===== src/logic/frd_pkg.sv =====
// Constants and types shared by the front-side bus request decoder
package frd_pkg;

  // ****************************************
  // Register map
  // ****************************************
  localparam logic [7:0] FRD_REG_CTRL = 8'h00;
  localparam logic [7:0] FRD_REG_FIRST_ERR = 8'h04;
  localparam logic [7:0] FRD_REG_NEXT_ERR = 8'h08;
  localparam logic [7:0] FRD_REG_STATUS = 8'h0c;

  // Control fields
  localparam int FRD_CTRL_EN_BIT = 0;
  localparam int FRD_CTRL_DEFER_BIT = 1;
  localparam int FRD_CTRL_SMM_CACHE_BIT = 2;
  localparam logic [2:0] FRD_CTRL_RESET = 3'h3;

  // Error fields, shared by first and subsequent error registers
  localparam int FRD_ERR_W = 4;
  localparam int FRD_ERR_F4 = 0;
  localparam int FRD_ERR_F8 = 1;
  localparam int FRD_ERR_UNSUP = 2;
  localparam int FRD_ERR_SYM = 3;

  // ****************************************
  // Request codes, first request phase
  // ****************************************
  localparam logic [2:0] FRD_MEM_RD_INV = 3'h2;
  localparam logic [2:0] FRD_MEM_RD_CODE = 3'h4;
  localparam logic [2:0] FRD_MEM_RD_DATA = 3'h6;
  localparam logic [2:0] FRD_MEM_WR_LINE = 3'h7;
  localparam logic [2:0] FRD_MEM_WR_INV = 3'h5;
  localparam logic [2:0] FRD_MEM_BRANCH = 3'h3;
  localparam logic [4:0] FRD_CODE_DEFER_REPLY = 5'h00;
  localparam logic [4:0] FRD_CODE_SPECIAL = 5'h01;
  localparam logic [4:0] FRD_CODE_INT_ACK = 5'h08;
  localparam logic [4:0] FRD_CODE_INT = 5'h09;
  localparam logic [4:0] FRD_CODE_IO_RD = 5'h10;
  localparam logic [4:0] FRD_CODE_IO_WR = 5'h11;
  localparam logic [4:0] FRD_CODE_RSV_RD = 5'h18;
  localparam logic [4:0] FRD_CODE_RSV_WR = 5'h19;

  // ****************************************
  // Second phase field positions
  // ****************************************
  localparam int FRD_B_REDIR_DIS = 31;
  localparam int FRD_B_LOGICAL_HI = 30;
  localparam int FRD_B_LOGICAL_LO = 29;
  localparam int FRD_B_PRIO_HI = 27;
  localparam int FRD_B_PRIO_LO = 24;
  localparam int FRD_B_PRIORITY_AGENT = 23;
  localparam int FRD_B_AGENT_HI = 22;
  localparam int FRD_B_AGENT_LO = 21;
  localparam int FRD_B_TRANS_HI = 20;
  localparam int FRD_B_TRANS_LO = 16;
  localparam int FRD_B_BE_HI = 15;
  localparam int FRD_B_BE_LO = 8;
  localparam int FRD_B_SMM = 7;
  localparam int FRD_B_FLAG6 = 6;
  localparam int FRD_B_FLAG5 = 5;
  localparam int FRD_B_DEFER_EN = 4;
  localparam int FRD_B_DPS = 3;

  localparam logic [7:0] FRD_BE_ALL = 8'hff;
  localparam logic [7:0] FRD_BE_NONE = 8'h00;
  localparam logic [1:0] FRD_INT_EOI = 2'h3;

  typedef enum logic [4:0] {
    FRD_K_UNSUPPORTED, FRD_K_NOP, FRD_K_READ_INV_LINE, FRD_K_ZERO_INV,
    FRD_K_CODE_READ, FRD_K_DATA_READ, FRD_K_LOCKED_READ, FRD_K_WRITE_LINE,
    FRD_K_WRITE_INV_LINE, FRD_K_LOCKED_WRITE, FRD_K_BRANCH_TRACE, FRD_K_INT_ACK,
    FRD_K_SHUTDOWN, FRD_K_FLUSH, FRD_K_HALT, FRD_K_SYNC, FRD_K_STOP_CLOCK,
    FRD_K_STOP_GRANT_ACK, FRD_K_SMM_ACK, FRD_K_TASK_PRIO, FRD_K_INTERRUPT,
    FRD_K_END_OF_INT, FRD_K_IO_READ, FRD_K_IO_WRITE, FRD_K_RSV_READ,
    FRD_K_DEFER_REPLY
  } frd_kind_t;

endpackage


===== src/logic/frd_request_decoder.sv =====
// Request phase decoder for processor transactions on the front-side bus
//
// The AHB-Lite register port and the register addresses were decided locally.
`timescale 1ns/1ps
`default_nettype none
module frd_request_decoder
  import frd_pkg::*;
(
  input wire logic CLK,
  input wire logic RESET,
  input wire logic HSEL,
  input wire logic [31:0] HADDR,
  input wire logic [1:0] HTRANS,
  input wire logic HWRITE,
  input wire logic [2:0] HSIZE,
  input wire logic [31:0] HWDATA,
  input wire logic HREADY,
  output logic [31:0] HRDATA,
  output logic HREADYOUT,
  output logic HRESP,
  input wire logic REQ_STROBE,
  input wire logic [4:0] REQUEST_PHASE_ONE,
  input wire logic [4:0] REQUEST_PHASE_TWO,
  input wire logic [39:3] ADDR_PHASE_TWO,
  input wire logic LOCK,
  input wire logic PARITY_ERR,
  input wire logic COH_DEFER_NEED,
  input wire logic REPLY_OUTSTANDING,
  output logic DEC_VALID,
  output frd_kind_t DEC_KIND,
  output logic [1:0] DEC_ADDRESS_SIZE_CODE,
  output logic DEC_DEFER,
  output logic DEC_USE_ID_STROBE,
  output logic DEC_ATOMIC,
  output logic DEC_NOP,
  output logic DEC_UNSUPPORTED,
  output logic DEC_LINE_INVALIDATE,
  output logic DEC_SMM_ALLOWED,
  output logic [7:0] DEC_BYTE_EN,
  output logic [1:0] DEC_LOGICAL_ID,
  output logic [1:0] DEC_AGENT_ID,
  output logic [4:0] DEC_TRANS_ID,
  output logic [3:0] DEC_TASK_PRIO,
  output logic DEC_REDIR_DISABLE,
  output logic [1:0] DEC_INT_TYPE
);

  // ****************************************
  // Helpers
  // ****************************************
  function automatic logic be_contiguous(input logic [7:0] be);
    logic [8:0] low;
    logic [7:0] filled;
    low = {1'b0, be} & (~{1'b0, be} + 9'h001);
    filled = be + low[7:0];
    be_contiguous = (be != FRD_BE_NONE) && ((filled & be) == FRD_BE_NONE);
  endfunction

  function automatic logic [FRD_ERR_W-1:0] w1c(input logic [FRD_ERR_W-1:0] cur,
      input logic [FRD_ERR_W-1:0] clr, input logic [FRD_ERR_W-1:0] set);
    w1c = (cur & ~clr) | set;
  endfunction

  // ****************************************
  // Register state
  // ****************************************
  logic [2:0] ctrl_q;
  logic [FRD_ERR_W-1:0] first_err_q;
  logic [FRD_ERR_W-1:0] next_err_q;
  logic [15:0] req_count_q;
  logic dp_write_q;
  logic [7:0] dp_addr_q;

  logic take;
  assign take = REQ_STROBE && ctrl_q[FRD_CTRL_EN_BIT];

  // ****************************************
  // Decode of the request
  // ****************************************
  frd_kind_t kind_d;
  logic defer_d;
  logic nop_d;
  logic unsup_d;
  logic inval_d;
  logic [1:0] int_type_d;
  logic f8_d;
  logic sym_d;
  logic deferrable;
  logic [2:0] low_code;
  logic [7:0] be;
  logic den;
  logic dps;

  // Bits 39:32, 28 and the data size code are never read
  assign low_code = REQUEST_PHASE_ONE[2:0];
  assign be = ADDR_PHASE_TWO[FRD_B_BE_HI:FRD_B_BE_LO];
  assign den = ADDR_PHASE_TWO[FRD_B_DEFER_EN];
  assign dps = ADDR_PHASE_TWO[FRD_B_DPS];

  always_comb begin
    kind_d = FRD_K_UNSUPPORTED;
    nop_d = 1'b0;
    inval_d = 1'b0;
    int_type_d = 2'h0;
    f8_d = 1'b0;
    case (low_code)
      FRD_MEM_RD_INV: begin
        // Ownership bit 5 plays no part in line reads
        if (be == FRD_BE_ALL) begin
          kind_d = FRD_K_READ_INV_LINE;
        end else if (be == FRD_BE_NONE) begin
          kind_d = FRD_K_ZERO_INV;
        end
      end
      FRD_MEM_RD_CODE, FRD_MEM_RD_DATA: begin
        if (LOCK) begin
          kind_d = FRD_K_LOCKED_READ;
        end else if (be_contiguous(be)) begin
          kind_d = (low_code == FRD_MEM_RD_CODE) ? FRD_K_CODE_READ : FRD_K_DATA_READ;
        end
      end
      FRD_MEM_WR_LINE: begin
        if (LOCK) begin
          kind_d = FRD_K_LOCKED_WRITE;
        end else if (!den && (be == FRD_BE_ALL || be == FRD_BE_NONE)) begin
          kind_d = FRD_K_WRITE_LINE;
          inval_d = ADDR_PHASE_TWO[FRD_B_FLAG6];
        end
      end
      FRD_MEM_WR_INV: kind_d = FRD_K_WRITE_INV_LINE;
      FRD_MEM_BRANCH: kind_d = FRD_K_BRANCH_TRACE;
      default: begin
        case (REQUEST_PHASE_ONE)
          FRD_CODE_DEFER_REPLY: begin
            kind_d = FRD_K_DEFER_REPLY;
            if (!REPLY_OUTSTANDING) begin
              nop_d = 1'b1;
              f8_d = 1'b1;
            end
          end
          FRD_CODE_INT_ACK: kind_d = FRD_K_INT_ACK;
          FRD_CODE_SPECIAL: begin
            case (be)
              8'h00: kind_d = FRD_K_NOP;
              8'h01: kind_d = FRD_K_SHUTDOWN;
              8'h02: kind_d = FRD_K_FLUSH;
              8'h03: kind_d = FRD_K_HALT;
              8'h04: kind_d = FRD_K_SYNC;
              8'h05: kind_d = FRD_K_STOP_CLOCK;
              8'h06: kind_d = FRD_K_STOP_GRANT_ACK;
              8'h07: kind_d = FRD_K_SMM_ACK;
              8'h08: kind_d = FRD_K_TASK_PRIO;
              default: kind_d = FRD_K_UNSUPPORTED;
            endcase
            nop_d = (be == FRD_BE_NONE);
          end
          FRD_CODE_INT: begin
            int_type_d = {ADDR_PHASE_TWO[FRD_B_FLAG6], ADDR_PHASE_TWO[FRD_B_FLAG5]};
            kind_d = (int_type_d == FRD_INT_EOI) ? FRD_K_END_OF_INT : FRD_K_INTERRUPT;
          end
          FRD_CODE_IO_RD: kind_d = LOCK ? FRD_K_UNSUPPORTED : FRD_K_IO_READ;
          FRD_CODE_IO_WR: kind_d = LOCK ? FRD_K_UNSUPPORTED : FRD_K_IO_WRITE;
          FRD_CODE_RSV_RD: begin
            kind_d = FRD_K_RSV_READ;
            nop_d = 1'b1;
          end
          FRD_CODE_RSV_WR: kind_d = FRD_K_BRANCH_TRACE;
          default: kind_d = FRD_K_UNSUPPORTED;
        endcase
      end
    endcase
  end

  always_comb begin
    unsup_d = (kind_d == FRD_K_UNSUPPORTED);
    // Write lines and replies complete in order
    deferrable = !unsup_d && !nop_d && (kind_d != FRD_K_WRITE_LINE)
      && (kind_d != FRD_K_DEFER_REPLY);
    defer_d = deferrable && (COH_DEFER_NEED || (den && ctrl_q[FRD_CTRL_DEFER_BIT]));
    sym_d = ADDR_PHASE_TWO[FRD_B_PRIORITY_AGENT];
  end

  // ****************************************
  // Decoded request outputs
  // ****************************************
  always_ff @(posedge CLK) begin
    if (RESET) begin
      DEC_VALID <= 1'b0;
    end else begin
      // Parity errors do not stop the decode
      DEC_VALID <= take;
    end
  end

  always_ff @(posedge CLK) begin
    if (RESET) begin
      DEC_KIND <= FRD_K_UNSUPPORTED;
      DEC_ADDRESS_SIZE_CODE <= 2'h0;
      DEC_DEFER <= 1'b0;
      DEC_USE_ID_STROBE <= 1'b0;
      DEC_ATOMIC <= 1'b0;
      DEC_NOP <= 1'b0;
      DEC_UNSUPPORTED <= 1'b0;
      DEC_LINE_INVALIDATE <= 1'b0;
      DEC_SMM_ALLOWED <= 1'b0;
      DEC_BYTE_EN <= 8'h00;
      DEC_LOGICAL_ID <= 2'h0;
      DEC_AGENT_ID <= 2'h0;
      DEC_TRANS_ID <= 5'h00;
      DEC_TASK_PRIO <= 4'h0;
      DEC_REDIR_DISABLE <= 1'b0;
      DEC_INT_TYPE <= 2'h0;
    end else if (take) begin
      DEC_KIND <= kind_d;
      DEC_ADDRESS_SIZE_CODE <= REQUEST_PHASE_ONE[4:3];
      DEC_DEFER <= defer_d;
      DEC_USE_ID_STROBE <= defer_d && dps;
      DEC_ATOMIC <= LOCK && !unsup_d;
      DEC_NOP <= nop_d;
      DEC_UNSUPPORTED <= unsup_d;
      DEC_LINE_INVALIDATE <= inval_d;
      // Evictions of cacheable management memory pass without bit 7
      DEC_SMM_ALLOWED <= ADDR_PHASE_TWO[FRD_B_SMM]
        || ((kind_d == FRD_K_WRITE_LINE) && ctrl_q[FRD_CTRL_SMM_CACHE_BIT]);
      DEC_BYTE_EN <= be;
      DEC_LOGICAL_ID <= ADDR_PHASE_TWO[FRD_B_LOGICAL_HI:FRD_B_LOGICAL_LO];
      DEC_AGENT_ID <= ADDR_PHASE_TWO[FRD_B_AGENT_HI:FRD_B_AGENT_LO];
      DEC_TRANS_ID <= ADDR_PHASE_TWO[FRD_B_TRANS_HI:FRD_B_TRANS_LO];
      // Caching attributes share these bits and are dropped
      DEC_TASK_PRIO <= (kind_d == FRD_K_TASK_PRIO)
        ? ADDR_PHASE_TWO[FRD_B_PRIO_HI:FRD_B_PRIO_LO] : 4'h0;
      DEC_REDIR_DISABLE <= (kind_d == FRD_K_TASK_PRIO)
        && ADDR_PHASE_TWO[FRD_B_REDIR_DIS];
      DEC_INT_TYPE <= int_type_d;
    end
  end

  // ****************************************
  // Error logging
  // ****************************************
  logic [FRD_ERR_W-1:0] err_set;
  logic [FRD_ERR_W-1:0] first_clr;
  logic [FRD_ERR_W-1:0] next_clr;
  logic first_empty;

  always_comb begin
    err_set = '0;
    if (take) begin
      err_set[FRD_ERR_F4] = PARITY_ERR;
      err_set[FRD_ERR_F8] = f8_d || (COH_DEFER_NEED && !den && deferrable);
      err_set[FRD_ERR_UNSUP] = unsup_d;
      err_set[FRD_ERR_SYM] = sym_d;
    end
  end

  assign first_empty = (first_err_q == '0);
  assign first_clr = (dp_write_q && dp_addr_q == FRD_REG_FIRST_ERR)
    ? HWDATA[FRD_ERR_W-1:0] : '0;
  assign next_clr = (dp_write_q && dp_addr_q == FRD_REG_NEXT_ERR)
    ? HWDATA[FRD_ERR_W-1:0] : '0;

  // New errors win over a simultaneous clear
  always_ff @(posedge CLK) begin
    if (RESET) begin
      first_err_q <= '0;
    end else begin
      first_err_q <= w1c(first_err_q, first_clr, first_empty ? err_set : '0);
    end
  end

  always_ff @(posedge CLK) begin
    if (RESET) begin
      next_err_q <= '0;
    end else begin
      next_err_q <= w1c(next_err_q, next_clr, first_empty ? '0 : err_set);
    end
  end

  always_ff @(posedge CLK) begin
    if (RESET) begin
      req_count_q <= 16'h0000;
    end else if (take) begin
      req_count_q <= req_count_q + 16'h0001;
    end
  end

  // ****************************************
  // AHB-Lite slave
  // ****************************************
  logic addr_phase;
  assign addr_phase = HSEL && HREADY && HTRANS[1];

  always_ff @(posedge CLK) begin
    if (RESET) begin
      dp_write_q <= 1'b0;
      dp_addr_q <= 8'h00;
    end else begin
      dp_write_q <= addr_phase && HWRITE;
      dp_addr_q <= addr_phase ? HADDR[7:0] : 8'h00;
    end
  end

  always_ff @(posedge CLK) begin
    if (RESET) begin
      ctrl_q <= FRD_CTRL_RESET;
    end else if (dp_write_q && dp_addr_q == FRD_REG_CTRL) begin
      ctrl_q <= HWDATA[2:0];
    end
  end

  always_ff @(posedge CLK) begin
    if (RESET) begin
      HRDATA <= 32'h0000_0000;
    end else if (addr_phase && !HWRITE) begin
      case (HADDR[7:0])
        FRD_REG_CTRL: HRDATA <= {29'h0, ctrl_q};
        FRD_REG_FIRST_ERR: HRDATA <= {28'h0, first_err_q};
        FRD_REG_NEXT_ERR: HRDATA <= {28'h0, next_err_q};
        FRD_REG_STATUS: HRDATA <= {11'h000, DEC_KIND, req_count_q};
        default: HRDATA <= 32'h0000_0000;
      endcase
    end
  end

  always_ff @(posedge CLK) begin
    if (RESET) begin
      HREADYOUT <= 1'b1;
      HRESP <= 1'b0;
    end else begin
      HREADYOUT <= 1'b1;
      HRESP <= 1'b0;
    end
  end

  logic [1:0] agent_in;
  logic [4:0] trans_in;
  logic redir_in;
  assign agent_in = ADDR_PHASE_TWO[FRD_B_AGENT_HI:FRD_B_AGENT_LO];
  assign trans_in = ADDR_PHASE_TWO[FRD_B_TRANS_HI:FRD_B_TRANS_LO];
  assign redir_in = ADDR_PHASE_TWO[FRD_B_REDIR_DIS];
endmodule
`default_nettype wire


===== config.mk =====
export PLATFORM = sky130hd
export DESIGN_NAME = frd_request_decoder
export DESIGN_NICKNAME = d
export VERILOG_FILES = /design/src/logic/frd_pkg.sv /design/src/logic/frd_request_decoder.sv
export SDC_FILE = /design/constraint.sdc
export NUM_CORES = 1
export LEC_CHECK = 0
export BUFFER_PORTS_ARGS = -buffer_cell sky130_fd_sc_hd__buf_2
export CORE_AREA = 2 2 103 105
export DETAILED_ROUTE_END_ITERATION = 16
export DIE_AREA = 0 0 105 107
export PLACE_DENSITY = 0.84
export SYNTH_ARGS = -nofsm -noshare
export SYNTH_HDL_FRONTEND = slang
export SYNTH_SLANG_ARGS = --single-unit

===== constraint.sdc =====
create_clock -name CLK -period 4.3 [get_ports CLK]
set_clock_uncertainty 0.2 [all_clocks]
set_input_delay 0.215 -clock CLK [delete_from_list [all_inputs] [get_ports CLK]]
set_output_delay 0.215 -clock CLK [all_outputs]
set_load 0.02 [all_outputs]

==> impl_metrics.json <==
{
  "ys_async_sr_fraction": 0,
  "power_density_mw_per_mm2": 314,
  "dr.first_iter.drc_count": 269,
  "wl_per_cell_um": 14.5,
  "synth-seq-area-share": 0.438,
  "grt_usage": 0.208,
  "syn_to_final_growth_pct": 27.2,
  "rsz0062_at_grt": "false",
  "final_antenna_net_count": 0,
  "cts_buffer_depth": 2,
  "chipHeight_um": 107,
  "endpoint_kind": "register",
  "yosys_warnings": 0,
  "cts_tree": "done",
  "wirelength_um": 11600,
  "numClockSinks": 96,
  "top_usage_layer": "met2",
  "grt_pass1_vias": 4065,
  "crit_required_ns": 4.35,
  "power_leakage_uw": 0.00237,
  "netlist_area_mm2": 0.00438,
  "fin_util": 0.552,
  "fin_crit_sh": 0.771,
  "cts_buffers": 9,
  "grtUsageMet1": 0.245,
  "synth_edf_count": 0,
  "via_count": 4321,
  "finalHoldViolCount": 0,
  "synth_ff_type": "dfxtp_1",
  "num_rows": 37,
  "synth_cell_types": 59,
  "antenna_found_initial": 0,
  "setup_ws_ns": 0.984,
  "portBuffers": 115,
  "cp-start-kind": "input port",
  "cts_setup_buffers": 0,
  "clk_pin_slew_worst_paths_ns": 0.09,
  "ir_worst_vdd_mv": 0.140,
  "core-area_mm2": 0.0101,
  "synth_top_area_frac": 0.438,
  "h-tree-depth": 3,
  "met3_usage": 0.0456,
  "drc": 0,
  "outcome": "finished clean",
  "cts_root_buffer": "clkbuf_8",
  "slew_headroom": 0.176,
  "synth_seq_cells": 96,
  "initial_core_util": 0.434,
  "nets": 793,
  "max_cap_violations": 0,
  "grt-ovfl-total": 0,
  "drv_slew": 0,
  "die_x_um": 105,
  "syn-mean-instance-area_um2": 8.40,
  "worstMarginPinSlew_ns": 1.24,
  "final_layout_size_suffix_gt1_frac": 0.220,
  "cts_resized": 0,
  "hpwl_um": 8200,
  "fin_crit_ns": 3.32,
  "clock_latency_ns": 0.37,
  "grt_pass1_wl_um": 18900,
  "use_met2": 0.364,
  "setup_viol": 0,
  "grt_max_degree": 54,
  "fmax_ghz": 0.302,
  "io_pins": 199,
  "vias_per_cell": 5.39,
  "worstSetupPathType": "in -> reg",
  "min_path_type": "in -> reg",
  "synth_top_area_cell": "dfxtp_1",
  "dieArea_mm2": 0.0112,
  "tns_ns": 0,
  "critPathMaxFanout": 12,
  "antennaDiodeCount": 0,
  "post-place-ws_ns": 1.18,
  "yosys-top-cells-area": "dfxtp_1 (44%), nand2_1 (6.1%), nor2_1 (6.0%)",
  "netlist_instances": 522,
  "globalplace.congestion": 0.906,
  "drtPass1Iterations": 5,
  "arrival_ns": 3.37
}
## final timing paths
| check | start | endpoint | slack [ns] | depth (start not counted) |
|---|---|---|---|---|
| min reg2reg | DEC_INT_TYPE[1] | DEC_INT_TYPE[1] | 0.26 | 2 |
| max | ADDR_PHASE_TWO[8] | DEC_DEFER | 0.98 | 11 |
| min | ADDR_PHASE_TWO[4] | next_err_q[1] | 0.01 | 4 |
| max reg2reg | ctrl_q[0] | DEC_TASK_PRIO[3] | 1.68 | 5 |
## area by class of cell
class / instances / area, µm²
clock buffer: 12 / 145
multi-input combinational: 384 / 2250
tap: 136 / 170
fill: 947 / 4520
timing repair buffer: 161 / 1030
sequential: 96 / 1920
inverter: 8 / 30.0
clock inverter: 4 / 28.8
## power by group
part / total [µW] / switching [µW] / internal, µW
Combinational: 277 / 164 / 113
Sequential: 935 / 18.4 / 917
Clock: 541 / 313 / 228
Total: 1750 / 495 / 1260
## state kept, by name (all words and copies together), names as in the netlist, 2 cells and up
register / cells
DEC_TRANS_ID: 5
req_count_q: 16
HRDATA: 21
dp_addr_q: 8
DEC_TASK_PRIO: 4
DEC_KIND: 5
DEC_BYTE_EN: 8
next_err_q: 4
DEC_ADDRESS_SIZE_CODE: 2
DEC_AGENT_ID: 2
first_err_q: 4
DEC_LOGICAL_ID: 2
ctrl_q: 3
DEC_INT_TYPE: 2
## cells in the mapped netlist (all sizes together), types with 2 or more instances
master,instances
dfxtp,96
nand2,71
nor2,71
a21oi,34
clkbuf,25
a22oi,24
buf,20
nand3,16
o21ai,15
nor3,14
xor2,11
and2,10
inv,8
a22o,7
ha,7
nand4,7
and3,6
or4,6
nor4,5
a211o,4
a32oi,4
nand2b,4
nor2b,4
nor3b,4
o31ai,4
or3,4
xnor2,4
a211oi,3
mux2i,3
mux4,3
o22ai,3
or2,3
a31o,2
and3b,2
conb,2
mux2,2
o311a,2
## layout by cell type, fill, tap and decap left out, drive strengths merged, types with 5 or more instances in the layout
master       Yosys  routed
buf             20     117
dfxtp           96      96
nand2           71      71
nor2            71      71
dlygate4sd3      0      44
a21oi           34      34
a22oi           24      24
nand3           16      16
o21ai           15      15
nor3            14      14
conb             2      13
clkbuf          25      12
xor2            11      11
and2            10      10
inv              8       9
nand4            7       7
a22o             7       7
ha               7       7
or4              6       6
and3             6       6
nor4             5       5
## routing by layer
| metal | vias up | wire, µm |
|---|---|---|
| met5 | - | 0 |
| met4 | 0 | 293 |
| met3 | 28 | 605 |
| met2 | 169 | 5880 |
| met1 | 2044 | 4850 |
| li1 | 2080 | - |
## per-stage QoR
stage	instance area [µm²]	hold slack, ns	power (µW)	cells
3_5_place_dp	4960	0.229	1200	741
6_report	5580	0.0115	1750	801
4_1_cts	5580	0.00561	1760	801
3_3_place_gp	4960	0.226	1190	741
2_1_floorplan	4430	0.133	1120	533
5_1_grt	5580	0.0248	1830	801
## worst max-delay path, stage by stage
cell,delay [ns]
dlygate4sd3_1,0.53
buf_2,0.23
inv_1,0.12
ha_1,0.34
mux2_2,0.32
mux2i_1,0.23
o22ai_1,0.11
or4_4,0.43
or3_4,0.39
nor3_4,0.30
o21ai_0,0.14
## cells by family after synthesis
logic type	Yosys count	share of synthesized area
and+or+nand+nor	230	0.255
AOI/OAI and AO/OA	111	0.169
DFF	96	0.438
buffers and inverters	53	0.0582
xor gates and xnor gates	15	0.0300
muxes	8	0.0274
adders and majority gates	7	0.0200
other	2	0.00171
## timing repair
| item | 4_1_cts | 5_1_grt |
|---|---|---|
| setup endpoints to repair | 0 | 0 |
| endpoints found under the hold margin | 46 | 0 |
| hold buffers | 44 | 0 |
Note: power is estimated with default switching activity, not from simulation.
